## config.mk

```make
export PLATFORM = sky130hd
export DESIGN_NAME = gbr_bridge
export DESIGN_NICKNAME = d
export VERILOG_FILES = /design/src/verilog/gbr_pkg.sv /design/src/verilog/gbr_bridge.sv
export VERILOG_INCLUDE_DIRS = /design/src /design/src/verilog
export SDC_FILE = /design/constraint.sdc
export NUM_CORES = 1
export LEC_CHECK = 0
export ABC_AREA = 1
export BUFFER_PORTS_ARGS = -buffer_cell sky130_fd_sc_hd__buf_2
export CORE_AREA = 2 2 187 189
export CTS_CLUSTER_DIAMETER = 60
export DETAILED_ROUTE_END_ITERATION = 10
export DIE_AREA = 0 0 189 191
export PLACE_DENSITY_LB_ADDON = 0.3
export SYNTH_ARGS = -nofsm -noshare
export SYNTH_HDL_FRONTEND = slang
export SYNTH_SLANG_ARGS = --single-unit
```

## constraint.sdc

```tcl
create_clock -name core_clk -period 23.7 [get_ports core_clk]
set_input_delay 5.925 -clock core_clk [delete_from_list [all_inputs] [get_ports core_clk]]
set_output_delay 5.925 -clock core_clk [all_outputs]
set_load 0.02 [all_outputs]
```

## src/verilog/gbr_consts.svh

```systemverilog
`ifndef GBR_CONSTS_SVH
`define GBR_CONSTS_SVH
// Command codes on the host link (16 bits, arbitrary values).
`define GBR_CMD_WRITE    16'h0101
`define GBR_CMD_READ     16'h0102
`define GBR_CMD_START    16'h0103
// Packet error code generator and seed.
`define GBR_PEC_POLY     15'h4599
`define GBR_PEC_SEED     15'h0010
// Frame lengths in host clocks or bytes, last transfer slot and buffer reset value.
`define GBR_HDR_LAST     7'd31
`define GBR_WR_BITS      7'd96
`define GBR_RD_BYTES     4'd8
`define GBR_DATA_BYTES   4'd6
`define GBR_LAST_SLOT    2'd2
`define GBR_BUF_RESET    8'hff
// Pin indices: three = sub chip select, four = data/SDA, five = clock/SCL.
`define GBR_PIN_CS       0
`define GBR_PIN_DAT      1
`define GBR_PIN_CLK      2
// I2C codes.
`define GBR_I2C_START    4'h6
`define GBR_I2C_STOP     4'h1
`define GBR_I2C_BLANK    4'h0
`define GBR_I2C_NOTX     4'h7
`define GBR_I2C_ACK      4'h0
`define GBR_I2C_NACK     4'h8
`define GBR_I2C_NACK_STP 4'h9
`define GBR_RB_SLV_ACK   4'h7
`define GBR_RB_SLV_NACK  4'hf
`define GBR_RB_ACK_STP   4'h1
`define GBR_RB_NACK_STP  4'h9
// SPI codes.
`define GBR_SPI_CS_LOW   4'h8
`define GBR_SPI_CS_FALL  4'ha
`define GBR_SPI_CS_HIGH  4'h9
`define GBR_SPI_RB_PRE   4'h7
`define GBR_SPI_RB_POST  4'hf
// Half-step positions inside one 48-edge byte slot.
`define GBR_H_STA_SCL_HI 6'd1
`define GBR_H_STA_SDA_LO 6'd3
`define GBR_H_STA_SCL_LO 6'd5
`define GBR_H_STP_SDA_LO 6'd1
`define GBR_H_STP_SCL_HI 6'd2
`define GBR_H_STP_SDA_HI 6'd4
`define GBR_H_CS_FALL    6'd2
`define GBR_H_BIT0       6'd6
`define GBR_H_SPI_END    6'd38
`define GBR_H_I2C_END    6'd42
`define GBR_H_POST_SCL   6'd44
`define GBR_H_POST_SDA   6'd46
`define GBR_H_LAST       6'd47
// Watchdog: time in seconds and clock rate in hertz.
`define GBR_WDT_TIME_S   2
`define GBR_CLK_HZ       200000000
`endif

```

## src/verilog/gbr_pkg.sv

```systemverilog
package gbr_pkg;
  // Host frame states, Gray coded in the order listed: idle, header, write, read, transfer, skip.
  typedef enum logic [2:0] {
    F_IDLE = 3'h0,
    F_HDR  = 3'h1,
    F_WR   = 3'h3,
    F_RD   = 3'h2,
    F_XF   = 3'h6,
    F_SKIP = 3'h7
  } gbr_frame_t;

  // Whole state of the bridge.
  typedef struct packed {
    logic [1:0]       sck_sy;
    logic             sck_d;
    logic [1:0]       cs_sy;
    logic             cs_d;
    logic [1:0]       mosi_sy;
    logic [2:0]       pin_s1;
    logic [2:0]       pin_s2;
    gbr_frame_t       fst;
    logic [6:0]       bitcnt;
    logic [63:0]      rx_sr;
    logic [0:5][7:0]  buffer;
    logic [1:0][7:0]  fmem;
    logic             fwp;
    logic             frp;
    logic [1:0]       fcnt;
    logic [3:0]       pidx;
    logic [7:0]       out_sr;
    logic [2:0]       out_cnt;
    logic             miso;
    logic [1:0]       slot;
    logic [5:0]       half;
    logic             spi_mode;
    logic             skip;
    logic             ack;
    logic [7:0]       rxd;
    logic [3:0]       pre_rb;
    logic [2:0]       oe;
    logic [2:0]       drv_o;
    logic [28:0]      wdt;
  } gbr_state_t;
endpackage : gbr_pkg

```

## src/verilog/gbr_bridge.sv

```systemverilog
`timescale 1ns/1ps
`include "gbr_consts.svh"

module gbr_bridge #(
  parameter int unsigned WDT_CYCLES = `GBR_WDT_TIME_S * `GBR_CLK_HZ
) (
  input  wire logic core_clk,
  input  wire logic rst_n,
  input  wire logic host_sck,
  input  wire logic host_chip_select_n,
  input  wire logic host_data_in,
  output logic      host_data_out,
  input  wire logic aux_pin_three_i,
  output logic      aux_pin_three_o,
  output logic      aux_pin_three_oe,
  input  wire logic aux_pin_four_i,
  output logic      aux_pin_four_o,
  output logic      aux_pin_four_oe,
  input  wire logic aux_pin_five_i,
  output logic      aux_pin_five_o,
  output logic      aux_pin_five_oe
);

  // ----------------------------------------------------------------
  // Packet error code
  // ----------------------------------------------------------------

  // Runs the code generator over the top n bits of d, MSB first.
  function automatic logic [14:0] pec_calc(input logic [47:0] d, input logic [5:0] n);
    logic [14:0] c;
    logic        fb;
    c = `GBR_PEC_SEED;
    for (int i = 0; i < 48; i++) begin
      if (6'(i) < n) begin
        fb = d[47-i] ^ c[14];
        c  = {c[13:0], 1'b0} ^ (fb ? `GBR_PEC_POLY : 15'h0000);
      end
    end
    return c;
  endfunction : pec_calc

  // ----------------------------------------------------------------
  // State and derived signals
  // ----------------------------------------------------------------

  gbr_pkg::gbr_state_t s_ff;     // Registered state.
  gbr_pkg::gbr_state_t nxt_s;    // Next state.

  logic        sck_rise;         // Host clock rising edge seen.
  logic        sck_fall;         // Host clock falling edge seen.
  logic        cs_rise;          // Host chip select released.
  logic        cs_low;           // Host frame in progress.
  logic [63:0] rx_next;          // Receive shifter after this bit.
  logic [15:0] hdr_pec;          // Expected header code.
  logic        hdr_ok;           // Header code matches.
  logic [15:0] rd_pec;           // Code appended to a buffer read.
  logic [15:0] wr_pec;           // Expected code of a buffer write.
  logic [2:0]  idx;              // Byte holding the slot's pre code.
  logic [3:0]  pre;              // Current slot pre-byte code.
  logic [3:0]  post;             // Current slot post-byte code.
  logic [7:0]  data;             // Current slot data byte.
  logic [5:0]  hm;               // Half-step counted from bit 0.
  logic [3:0]  bj;               // Bit number inside the slot.
  logic [1:0]  ph;               // Phase inside one master clock.
  logic        tx_bit;           // Data bit being sent.
  logic        push;             // Producer writes the read buffer.
  logic        pop;              // Link shifter takes a byte.
  logic [7:0]  push_byte;        // Byte offered to the read buffer.

  // Edges are found on the second synchroniser stage only.
  assign sck_rise = s_ff.sck_sy[1] & ~s_ff.sck_d;
  assign sck_fall = ~s_ff.sck_sy[1] & s_ff.sck_d;
  assign cs_rise  = s_ff.cs_sy[1] & ~s_ff.cs_d;
  assign cs_low   = ~s_ff.cs_sy[1];
  assign rx_next  = {s_ff.rx_sr[62:0], s_ff.mosi_sy[1]};
  assign hdr_pec  = {pec_calc({rx_next[31:16], 32'h0000_0000}, 6'd16), 1'b0};
  assign hdr_ok   = (rx_next[15:0] == hdr_pec);
  assign rd_pec   = {pec_calc(s_ff.buffer, 6'd48), 1'b0};
  assign wr_pec   = {pec_calc(s_ff.rx_sr[63:16], 6'd48), 1'b0};

  // Slot fields; byte pairs hold pre code, data, post code.
  assign idx  = {s_ff.slot, 1'b0};
  assign pre  = s_ff.buffer[idx][7:4];
  assign data = {s_ff.buffer[idx][3:0], s_ff.buffer[{s_ff.slot, 1'b1}][7:4]};
  assign post = s_ff.buffer[{s_ff.slot, 1'b1}][3:0];
  assign hm   = s_ff.half - `GBR_H_BIT0;
  assign bj   = hm[5:2];
  assign ph   = hm[1:0];
  assign tx_bit = data[3'd7 - bj[2:0]];

  // The read buffer only fills while it has room; a slow link stalls it.
  assign push = (s_ff.fst == gbr_pkg::F_RD) && (s_ff.pidx < `GBR_RD_BYTES) &&
                (s_ff.fcnt != 2'd2);
  assign pop  = sck_fall && (s_ff.fst == gbr_pkg::F_RD) && (s_ff.out_cnt == 3'd0) &&
                (s_ff.fcnt != 2'd0);
  assign push_byte = (s_ff.pidx < `GBR_DATA_BYTES) ? s_ff.buffer[s_ff.pidx[2:0]] :
                     (s_ff.pidx == `GBR_DATA_BYTES) ? rd_pec[15:8] : rd_pec[7:0];

  // ----------------------------------------------------------------
  // Next-state logic
  // ----------------------------------------------------------------

  // One process computes the whole next state from the current one.
  always_comb begin
    nxt_s = s_ff;
    // Two flip-flops on every pin and host line before use.
    nxt_s.sck_sy  = {s_ff.sck_sy[0], host_sck};
    nxt_s.sck_d   = s_ff.sck_sy[1];
    nxt_s.cs_sy   = {s_ff.cs_sy[0], host_chip_select_n};
    nxt_s.cs_d    = s_ff.cs_sy[1];
    nxt_s.mosi_sy = {s_ff.mosi_sy[0], host_data_in};
    nxt_s.pin_s1  = {aux_pin_five_i, aux_pin_four_i, aux_pin_three_i};
    nxt_s.pin_s2  = s_ff.pin_s1;

    // Watchdog counts up to WDT_CYCLES and holds there until a command restarts it.
    if (s_ff.wdt < 29'(WDT_CYCLES)) begin
      nxt_s.wdt = s_ff.wdt + 29'h0000001;
    end

    // Host bits are taken on rising edges while selected.
    if (sck_rise && cs_low) begin
      nxt_s.rx_sr  = rx_next;
      nxt_s.bitcnt = (s_ff.bitcnt == 7'h7f) ? s_ff.bitcnt : s_ff.bitcnt + 7'h01;
    end

    // Read buffer: two entries, producer and link shifter.
    if (push) begin
      nxt_s.fmem[s_ff.fwp] = push_byte;
      nxt_s.fwp  = ~s_ff.fwp;
      nxt_s.pidx = s_ff.pidx + 4'h1;
    end
    if (pop) begin
      nxt_s.frp = ~s_ff.frp;
    end
    nxt_s.fcnt = s_ff.fcnt + {1'b0, push} - {1'b0, pop};

    unique case (s_ff.fst)
      // Wait for the host to select the device.
      gbr_pkg::F_IDLE: begin
        if (cs_low) begin
          nxt_s.fst    = gbr_pkg::F_HDR;
          nxt_s.bitcnt = 7'h00;
        end
      end
      // Command word and its code; a bad code drops the frame.
      gbr_pkg::F_HDR: begin
        if (sck_rise && cs_low && s_ff.bitcnt == `GBR_HDR_LAST) begin
          nxt_s.fst = gbr_pkg::F_SKIP;
          if (hdr_ok) begin
            nxt_s.wdt = 29'h0000000;
            unique case (rx_next[31:16])
              `GBR_CMD_WRITE: nxt_s.fst = gbr_pkg::F_WR;
              `GBR_CMD_READ: nxt_s.fst = gbr_pkg::F_RD;
              `GBR_CMD_START: begin
                nxt_s.spi_mode = s_ff.buffer[0][7];
                nxt_s.fst      = gbr_pkg::F_XF;
                nxt_s.slot     = 2'd0;
                nxt_s.half     = 6'd0;
                nxt_s.skip     = 1'b0;
                nxt_s.rxd      = 8'h00;
              end
              default: nxt_s.fst = gbr_pkg::F_SKIP;
            endcase
          end
        end
      end
      // Buffer write collects bits; commit happens on release.
      gbr_pkg::F_WR: begin
      end
      // Buffer read: bytes leave MSB first on falling edges.
      gbr_pkg::F_RD: begin
        if (sck_fall) begin
          if (s_ff.out_cnt != 3'd0) begin
            nxt_s.miso    = s_ff.out_sr[7];
            nxt_s.out_sr  = {s_ff.out_sr[6:0], 1'b0};
            nxt_s.out_cnt = s_ff.out_cnt - 3'd1;
          end else if (pop) begin
            nxt_s.miso    = s_ff.fmem[s_ff.frp][7];
            nxt_s.out_sr  = {s_ff.fmem[s_ff.frp][6:0], 1'b0};
            nxt_s.out_cnt = 3'd7;
          end else begin
            nxt_s.miso = 1'b1;
          end
        end
      end
      // Transfer: every host edge is one half-step of the master.
      // two host clocks
      gbr_pkg::F_XF: begin
        if ((sck_rise || sck_fall) && cs_low) begin
          if (s_ff.spi_mode && !s_ff.skip) begin
            if (s_ff.half == 6'd0) begin
              unique case (pre)
                `GBR_SPI_CS_LOW: nxt_s.oe[`GBR_PIN_CS] = 1'b1;
                `GBR_SPI_CS_FALL: nxt_s.oe[`GBR_PIN_CS] = 1'b0;
                default: begin
                  nxt_s.oe   = 3'b000;
                  nxt_s.skip = 1'b1;
                end
              endcase
            end
            if (s_ff.half == `GBR_H_CS_FALL && pre == `GBR_SPI_CS_FALL) begin
              nxt_s.oe[`GBR_PIN_CS] = 1'b1;
            end
            if (s_ff.half >= `GBR_H_BIT0 && s_ff.half < `GBR_H_SPI_END) begin
              unique case (ph)
                2'd0: begin
                  nxt_s.oe[`GBR_PIN_CLK] = 1'b1;
                  nxt_s.oe[`GBR_PIN_DAT] = ~tx_bit;
                end
                2'd1: nxt_s.oe[`GBR_PIN_CLK] = 1'b1;
                2'd2: nxt_s.oe[`GBR_PIN_CLK] = 1'b0;
                2'd3: nxt_s.rxd = {s_ff.rxd[6:0], s_ff.pin_s2[`GBR_PIN_DAT]};
              endcase
            end
            if (s_ff.half == `GBR_H_SPI_END) begin
              nxt_s.oe[`GBR_PIN_DAT] = 1'b0;
            end
            if (s_ff.half == `GBR_H_POST_SCL && post == `GBR_SPI_CS_HIGH) begin
              nxt_s.oe[`GBR_PIN_CS] = 1'b0;
            end
          end else if (!s_ff.skip) begin
            if (s_ff.half == 6'd0) begin
              unique case (pre)
                `GBR_I2C_START: begin
                  nxt_s.oe[`GBR_PIN_DAT] = 1'b0;
                  nxt_s.pre_rb = `GBR_I2C_START;
                end
                `GBR_I2C_STOP: begin
                  nxt_s.oe[`GBR_PIN_CLK] = 1'b1;
                  nxt_s.pre_rb = `GBR_I2C_STOP;
                end
                `GBR_I2C_BLANK: begin
                  nxt_s.pre_rb = s_ff.oe[`GBR_PIN_DAT] ? `GBR_I2C_BLANK : `GBR_I2C_NOTX;
                end
                default: begin
                  nxt_s.oe[2:1] = 2'b00;
                  nxt_s.skip    = 1'b1;
                  nxt_s.pre_rb  = `GBR_I2C_NOTX;
                end
              endcase
            end
            if (pre == `GBR_I2C_START) begin
              if (s_ff.half == `GBR_H_STA_SCL_HI) nxt_s.oe[`GBR_PIN_CLK] = 1'b0;
              if (s_ff.half == `GBR_H_STA_SDA_LO) nxt_s.oe[`GBR_PIN_DAT] = 1'b1;
              if (s_ff.half == `GBR_H_STA_SCL_LO) nxt_s.oe[`GBR_PIN_CLK] = 1'b1;
            end
            if (pre == `GBR_I2C_STOP) begin
              if (s_ff.half == `GBR_H_STP_SDA_LO) nxt_s.oe[`GBR_PIN_DAT] = 1'b1;
              if (s_ff.half == `GBR_H_STP_SCL_HI) nxt_s.oe[`GBR_PIN_CLK] = 1'b0;
              if (s_ff.half == `GBR_H_STP_SDA_HI) begin
                nxt_s.oe[`GBR_PIN_DAT] = 1'b0;
                nxt_s.skip = 1'b1;
              end
            end
            // Eight data bits and the ninth clock.
            if (s_ff.half >= `GBR_H_BIT0 && s_ff.half < `GBR_H_I2C_END) begin
              unique case (ph)
                2'd0: nxt_s.oe[`GBR_PIN_CLK] = 1'b1;
                2'd1: nxt_s.oe[`GBR_PIN_DAT] = bj[3] ? (post == `GBR_I2C_ACK) : ~tx_bit;
                2'd2: nxt_s.oe[`GBR_PIN_CLK] = 1'b0;
                2'd3: begin
                  if (bj[3]) nxt_s.ack = s_ff.pin_s2[`GBR_PIN_DAT];
                  else nxt_s.rxd = {s_ff.rxd[6:0], s_ff.pin_s2[`GBR_PIN_DAT]};
                end
              endcase
            end
            if (s_ff.half == `GBR_H_I2C_END) begin
              nxt_s.oe[`GBR_PIN_CLK] = 1'b1;
            end
            if (post == `GBR_I2C_NACK_STP) begin
              if (s_ff.half == `GBR_H_I2C_END + 6'd1) nxt_s.oe[`GBR_PIN_DAT] = 1'b1;
              if (s_ff.half == `GBR_H_POST_SCL) nxt_s.oe[`GBR_PIN_CLK] = 1'b0;
              if (s_ff.half == `GBR_H_POST_SDA) nxt_s.oe[`GBR_PIN_DAT] = 1'b0;
            end
          end
          if (s_ff.half == `GBR_H_LAST) begin
            if (s_ff.spi_mode) begin
              nxt_s.buffer[idx][7:4] = `GBR_SPI_RB_PRE;
              if (!s_ff.skip) begin
                nxt_s.buffer[idx][3:0] = s_ff.rxd[7:4];
                nxt_s.buffer[{s_ff.slot, 1'b1}] = {s_ff.rxd[3:0], `GBR_SPI_RB_POST};
              end
            end else begin
              nxt_s.buffer[idx][7:4] = s_ff.pre_rb;
              if (!s_ff.skip) begin
                nxt_s.buffer[idx][3:0] = s_ff.rxd[7:4];
                nxt_s.buffer[{s_ff.slot, 1'b1}][7:4] = s_ff.rxd[3:0];
                if (post == `GBR_I2C_ACK) begin
                  nxt_s.buffer[{s_ff.slot, 1'b1}][3:0] = `GBR_I2C_ACK;
                end else if (post == `GBR_I2C_NACK_STP) begin
                  nxt_s.buffer[{s_ff.slot, 1'b1}][3:0] =
                    s_ff.ack ? `GBR_RB_NACK_STP : `GBR_RB_ACK_STP;
                end else begin
                  nxt_s.buffer[{s_ff.slot, 1'b1}][3:0] =
                    s_ff.ack ? `GBR_RB_SLV_NACK : `GBR_RB_SLV_ACK;
                end
              end
            end
            nxt_s.half = 6'd0;
            nxt_s.skip = 1'b0;
            nxt_s.rxd  = 8'h00;
            nxt_s.slot = s_ff.slot + 2'd1;
            if (s_ff.slot == `GBR_LAST_SLOT) begin
              nxt_s.fst = gbr_pkg::F_SKIP;
            end
          end else begin
            nxt_s.half = s_ff.half + 6'd1;
          end
        end
      end
      // Ignore the rest of the frame.
      gbr_pkg::F_SKIP: begin
      end
      default: nxt_s.fst = gbr_pkg::F_IDLE;
    endcase

    // Release ends every frame; a write commits or poisons the buffer.
    if (cs_rise) begin
      if (s_ff.fst == gbr_pkg::F_WR) begin
        if (s_ff.bitcnt == `GBR_WR_BITS && s_ff.rx_sr[15:0] == wr_pec) begin
          nxt_s.buffer = s_ff.rx_sr[63:16];
        end else begin
          nxt_s.buffer = {6{`GBR_BUF_RESET}};
        end
      end
      nxt_s.fst     = gbr_pkg::F_IDLE;
      nxt_s.fcnt    = 2'd0;
      nxt_s.fwp     = 1'b0;
      nxt_s.frp     = 1'b0;
      nxt_s.pidx    = 4'h0;
      nxt_s.out_cnt = 3'd0;
      nxt_s.miso    = 1'b1;
    end

    if (s_ff.wdt == 29'(WDT_CYCLES - 1)) begin
      nxt_s.oe = 3'b000;
    end
  end

  // ----------------------------------------------------------------
  // State register
  // ----------------------------------------------------------------

  // Pins are released and the buffer reads all ones after reset.
  always_ff @(posedge core_clk or negedge rst_n) begin
    if (!rst_n) begin
      s_ff        <= '0;
      s_ff.sck_sy <= 2'b11;
      s_ff.sck_d  <= 1'b1;
      s_ff.cs_sy  <= 2'b11;
      s_ff.cs_d   <= 1'b1;
      s_ff.pin_s1 <= 3'b111;
      s_ff.pin_s2 <= 3'b111;
      s_ff.buffer <= {6{`GBR_BUF_RESET}};
      s_ff.miso   <= 1'b1;
      s_ff.fst    <= gbr_pkg::F_IDLE;
    end else begin
      s_ff <= nxt_s;
    end
  end

  // Open-drain pins: outputs only ever pull low.
  assign host_data_out    = s_ff.miso;
  assign aux_pin_three_o  = s_ff.drv_o[`GBR_PIN_CS];
  assign aux_pin_three_oe = s_ff.oe[`GBR_PIN_CS];
  assign aux_pin_four_o   = s_ff.drv_o[`GBR_PIN_DAT];
  assign aux_pin_four_oe  = s_ff.oe[`GBR_PIN_DAT];
  assign aux_pin_five_o   = s_ff.drv_o[`GBR_PIN_CLK];
  assign aux_pin_five_oe  = s_ff.oe[`GBR_PIN_CLK];

endmodule : gbr_bridge

```

==> impl_metrics.ini <==
[clock_network]
cts_tree = done
postCtsSetupRepairBufs = 0
clkSinkCount = 220
clk_latency_ps = 570
root_buffer = clkbuf_16
cts_resized = 0
cts_hold_buf = 0
cts_buffer_depth = 3
clkTransAtPathRegs_ps = 60
numCtsBuffers = 28
htree_levels = 1

[sta]
max-slew-margin-rel = 0.2372
period_minus_slack_ps = 9757
final.setup.tns_ps = 0
tightest_slew_ps = 1140
slew_violations = 0
rsz0062_at_grt = no
setup_viol = 0
fin_skew_ps = 16.47
fmax_ghz = 0.1025
final_hold_viol_count = 0
finalCritPeriodShare = 0.4117

[final_layout]
final_cell_mix = nand2_1, inv_1, xor2_1
syn_to_final_growth_pct = 6.613
num-fill-cells = 3157
utilization = 0.6303
mostFrequentLayoutCell = nand2_1
stdcell_area_sq_mm = 0.02150
drive_gt1_frac = 0.1077
final_nets = 2921
antennaDiodeCount = 0

[grt]
overflow = 0
grt_pass1_wl_um = 89190
grt_max_degree = 91
grt_pass1_vias = 17810
grt_use_total = 0.3046
antenna_found_initial = 0

[synthesis]
synth_enable_flop_cells = 0
yosys.area.top_type_share = 0.2022
syn_area_sq_mm = 0.02017
yosys-top-cells-area = dfrtp_1, xor2_1, nand2_1
seq_area_frac_synth = 0.2765
syn_area_per_cell_sq_um = 6.900
syn_inst = 2923
synth_flop_cell = dfrtp_1
ys_types = 61
ys_warn_count = 0
async_flop_share = 1.000
yosys.area.top_type = dfrtp_1
ys_seq_elements = 220

[place]
portBuffers = 9
place.gp.congestion = 1.013
dpl-instance-area_sq_mm = 0.02047
hpwlAfterDp_um = 42320

[drt]
drt_iter0_drc = 1462
firstDrtPassIters = 7
via_per_inst = 5.485
drc = 0
route.vias.total = 18480
ant_nets = 0
wl_um = 54530
routedWlPerCell_um = 16.18

[run]
drv_cap = 0

[floorplan]
core_area_sq_mm = 0.03412
rows = 68
chipWidth_um = 189
initial_utilization = 0.5912
die_area_sq_mm = 0.03610
die_y_um = 191
ioPinCount = 15

[setup_path]
cp-startpoint = rx_next[62]
crit_required_ps = 24210
regToRegStartpoint = rx_next[62]
cp_top_family = simple AND/OR/NAND/NOR gates
criticalPathCategory = flop to flop
crit_path_end_kind = flop
critPathMaxStageDelay_ps = 830
r2r_cells = 79
rrSetupSlack_ps = 13940
reg2reg_to = s_ff[113]
critPathBufInv = 10
crit_slowest_cell = nor2_4
critPathMostFrequentCell = nand2_1
cp-start-kind = flop
cp.arrival_ps = 10260
crit_end = s_ff[113]
cp_num_cells = 79
cp_max_fo = 48

[outcome]
status = completed

[worst_hold_path]
hold_class = flop to flop
## cell families (layout without fill, tap and decap cells)
kind of cell,count (synthesis),in the layout,share of synthesized area
compound gates,349,349,0.09547
xor+xnor,427,427,0.1980
fa+ha+maj,20,20,0.01241
buf+inv,527,517,0.1031
flops,220,220,0.2765
mux,3,3,0.001551
other cells,1,3,0.0001859
simple gates,1376,1376,0.3128
## cell usage after synthesis, types with 22 or more instances
| cell type | number |
|---|---|
| dfrtp_1 | 163 |
| nand3_2 | 32 |
| inv_1 | 429 |
| xnor2_1 | 96 |
| nand2_4 | 22 |
| a21oi_1 | 78 |
| o21ai_0 | 192 |
| nor3_1 | 31 |
| nand3_1 | 301 |
| clkbuf_1 | 53 |
| dfstp_2 | 57 |
| nand2_1 | 685 |
| xor2_1 | 305 |
| nand2_2 | 85 |
| nor2_1 | 170 |
## worst reg2reg max path, delay by kind of cell (launching register included)
kind	cells	cell delay (ps)
AND/OR/NAND/NOR	65	7450
XOR/XNOR	4	900
buffers and inverters	10	750
flip-flops	1	560
## layout make-up
cell class / count / area (sq um) / share of cell area
clock buffers: 38 / 778.2 / 0.03619
clock inverters: 14 / 254.0 / 0.01181
inverters: 450 / 1689 / 0.07855
multi-input cells: 2178 / 12540 / 0.5830
flip-flops and latches: 220 / 5577 / 0.2593
well taps: 455 / 569.3 / 0.02648
repair buffers: 15 / 100.1 / 0.004655
## worst min path at each step
| stage | cells after the start | to | from |
|---|---|---|---|
| 2_1_floorplan | 0 | rx_next[0] | nxt_s[223] |
| 4_1_cts | 0 | s_ff[217] | nxt_s[217] |
| 6_report | 0 | s_ff[217] | nxt_s[217] |
| 3_3_place_gp | 0 | rx_next[0] | nxt_s[223] |
| 3_5_place_dp | 0 | rx_next[0] | nxt_s[223] |
| 5_1_grt | 0 | s_ff[217] | nxt_s[217] |
## per-stage QoR
| stage | setup slack, ps | hold slack (ps) | instances |
|---|---|---|---|
| finish | 13940 | 354.3 | 3370 |
| global route | 12910 | 363.9 | 3370 |
| CTS | 13950 | 355.5 | 3370 |
| detailed placement | 13960 | 341.8 | 3318 |
| global placement | 14250 | 345.6 | 3318 |
| floorplan | 15960 | 331.2 | 2925 |
## routing by layer
layer | vias up | wire length (um) | track usage | part of all wire
li1 | 9154 | - | - | -
met1 | 8671 | 23000 | 0.3828 | 0.42
met2 | 535 | 26630 | 0.5424 | 0.49
met3 | 124 | 3079 | 0.03910 | 0.056
met4 | 0 | 1814 | 0.09706 | 0.033
met5 | - | 0 | 0 | 0
## state kept, by name, summed over array words and instances, names as in the netlist, named ones only
signal / count
s_ff: 137
aux_pin_four_oe: 1
idx: 2
nxt_s: 6
aux_pin_five_oe: 1
rx_next: 64
host_data_out: 1
aux_pin_three_oe: 1
Power is left out: the tool's default activity adds up to more than one toggle a clock period on the data nets, which glitch-free logic cannot reach.
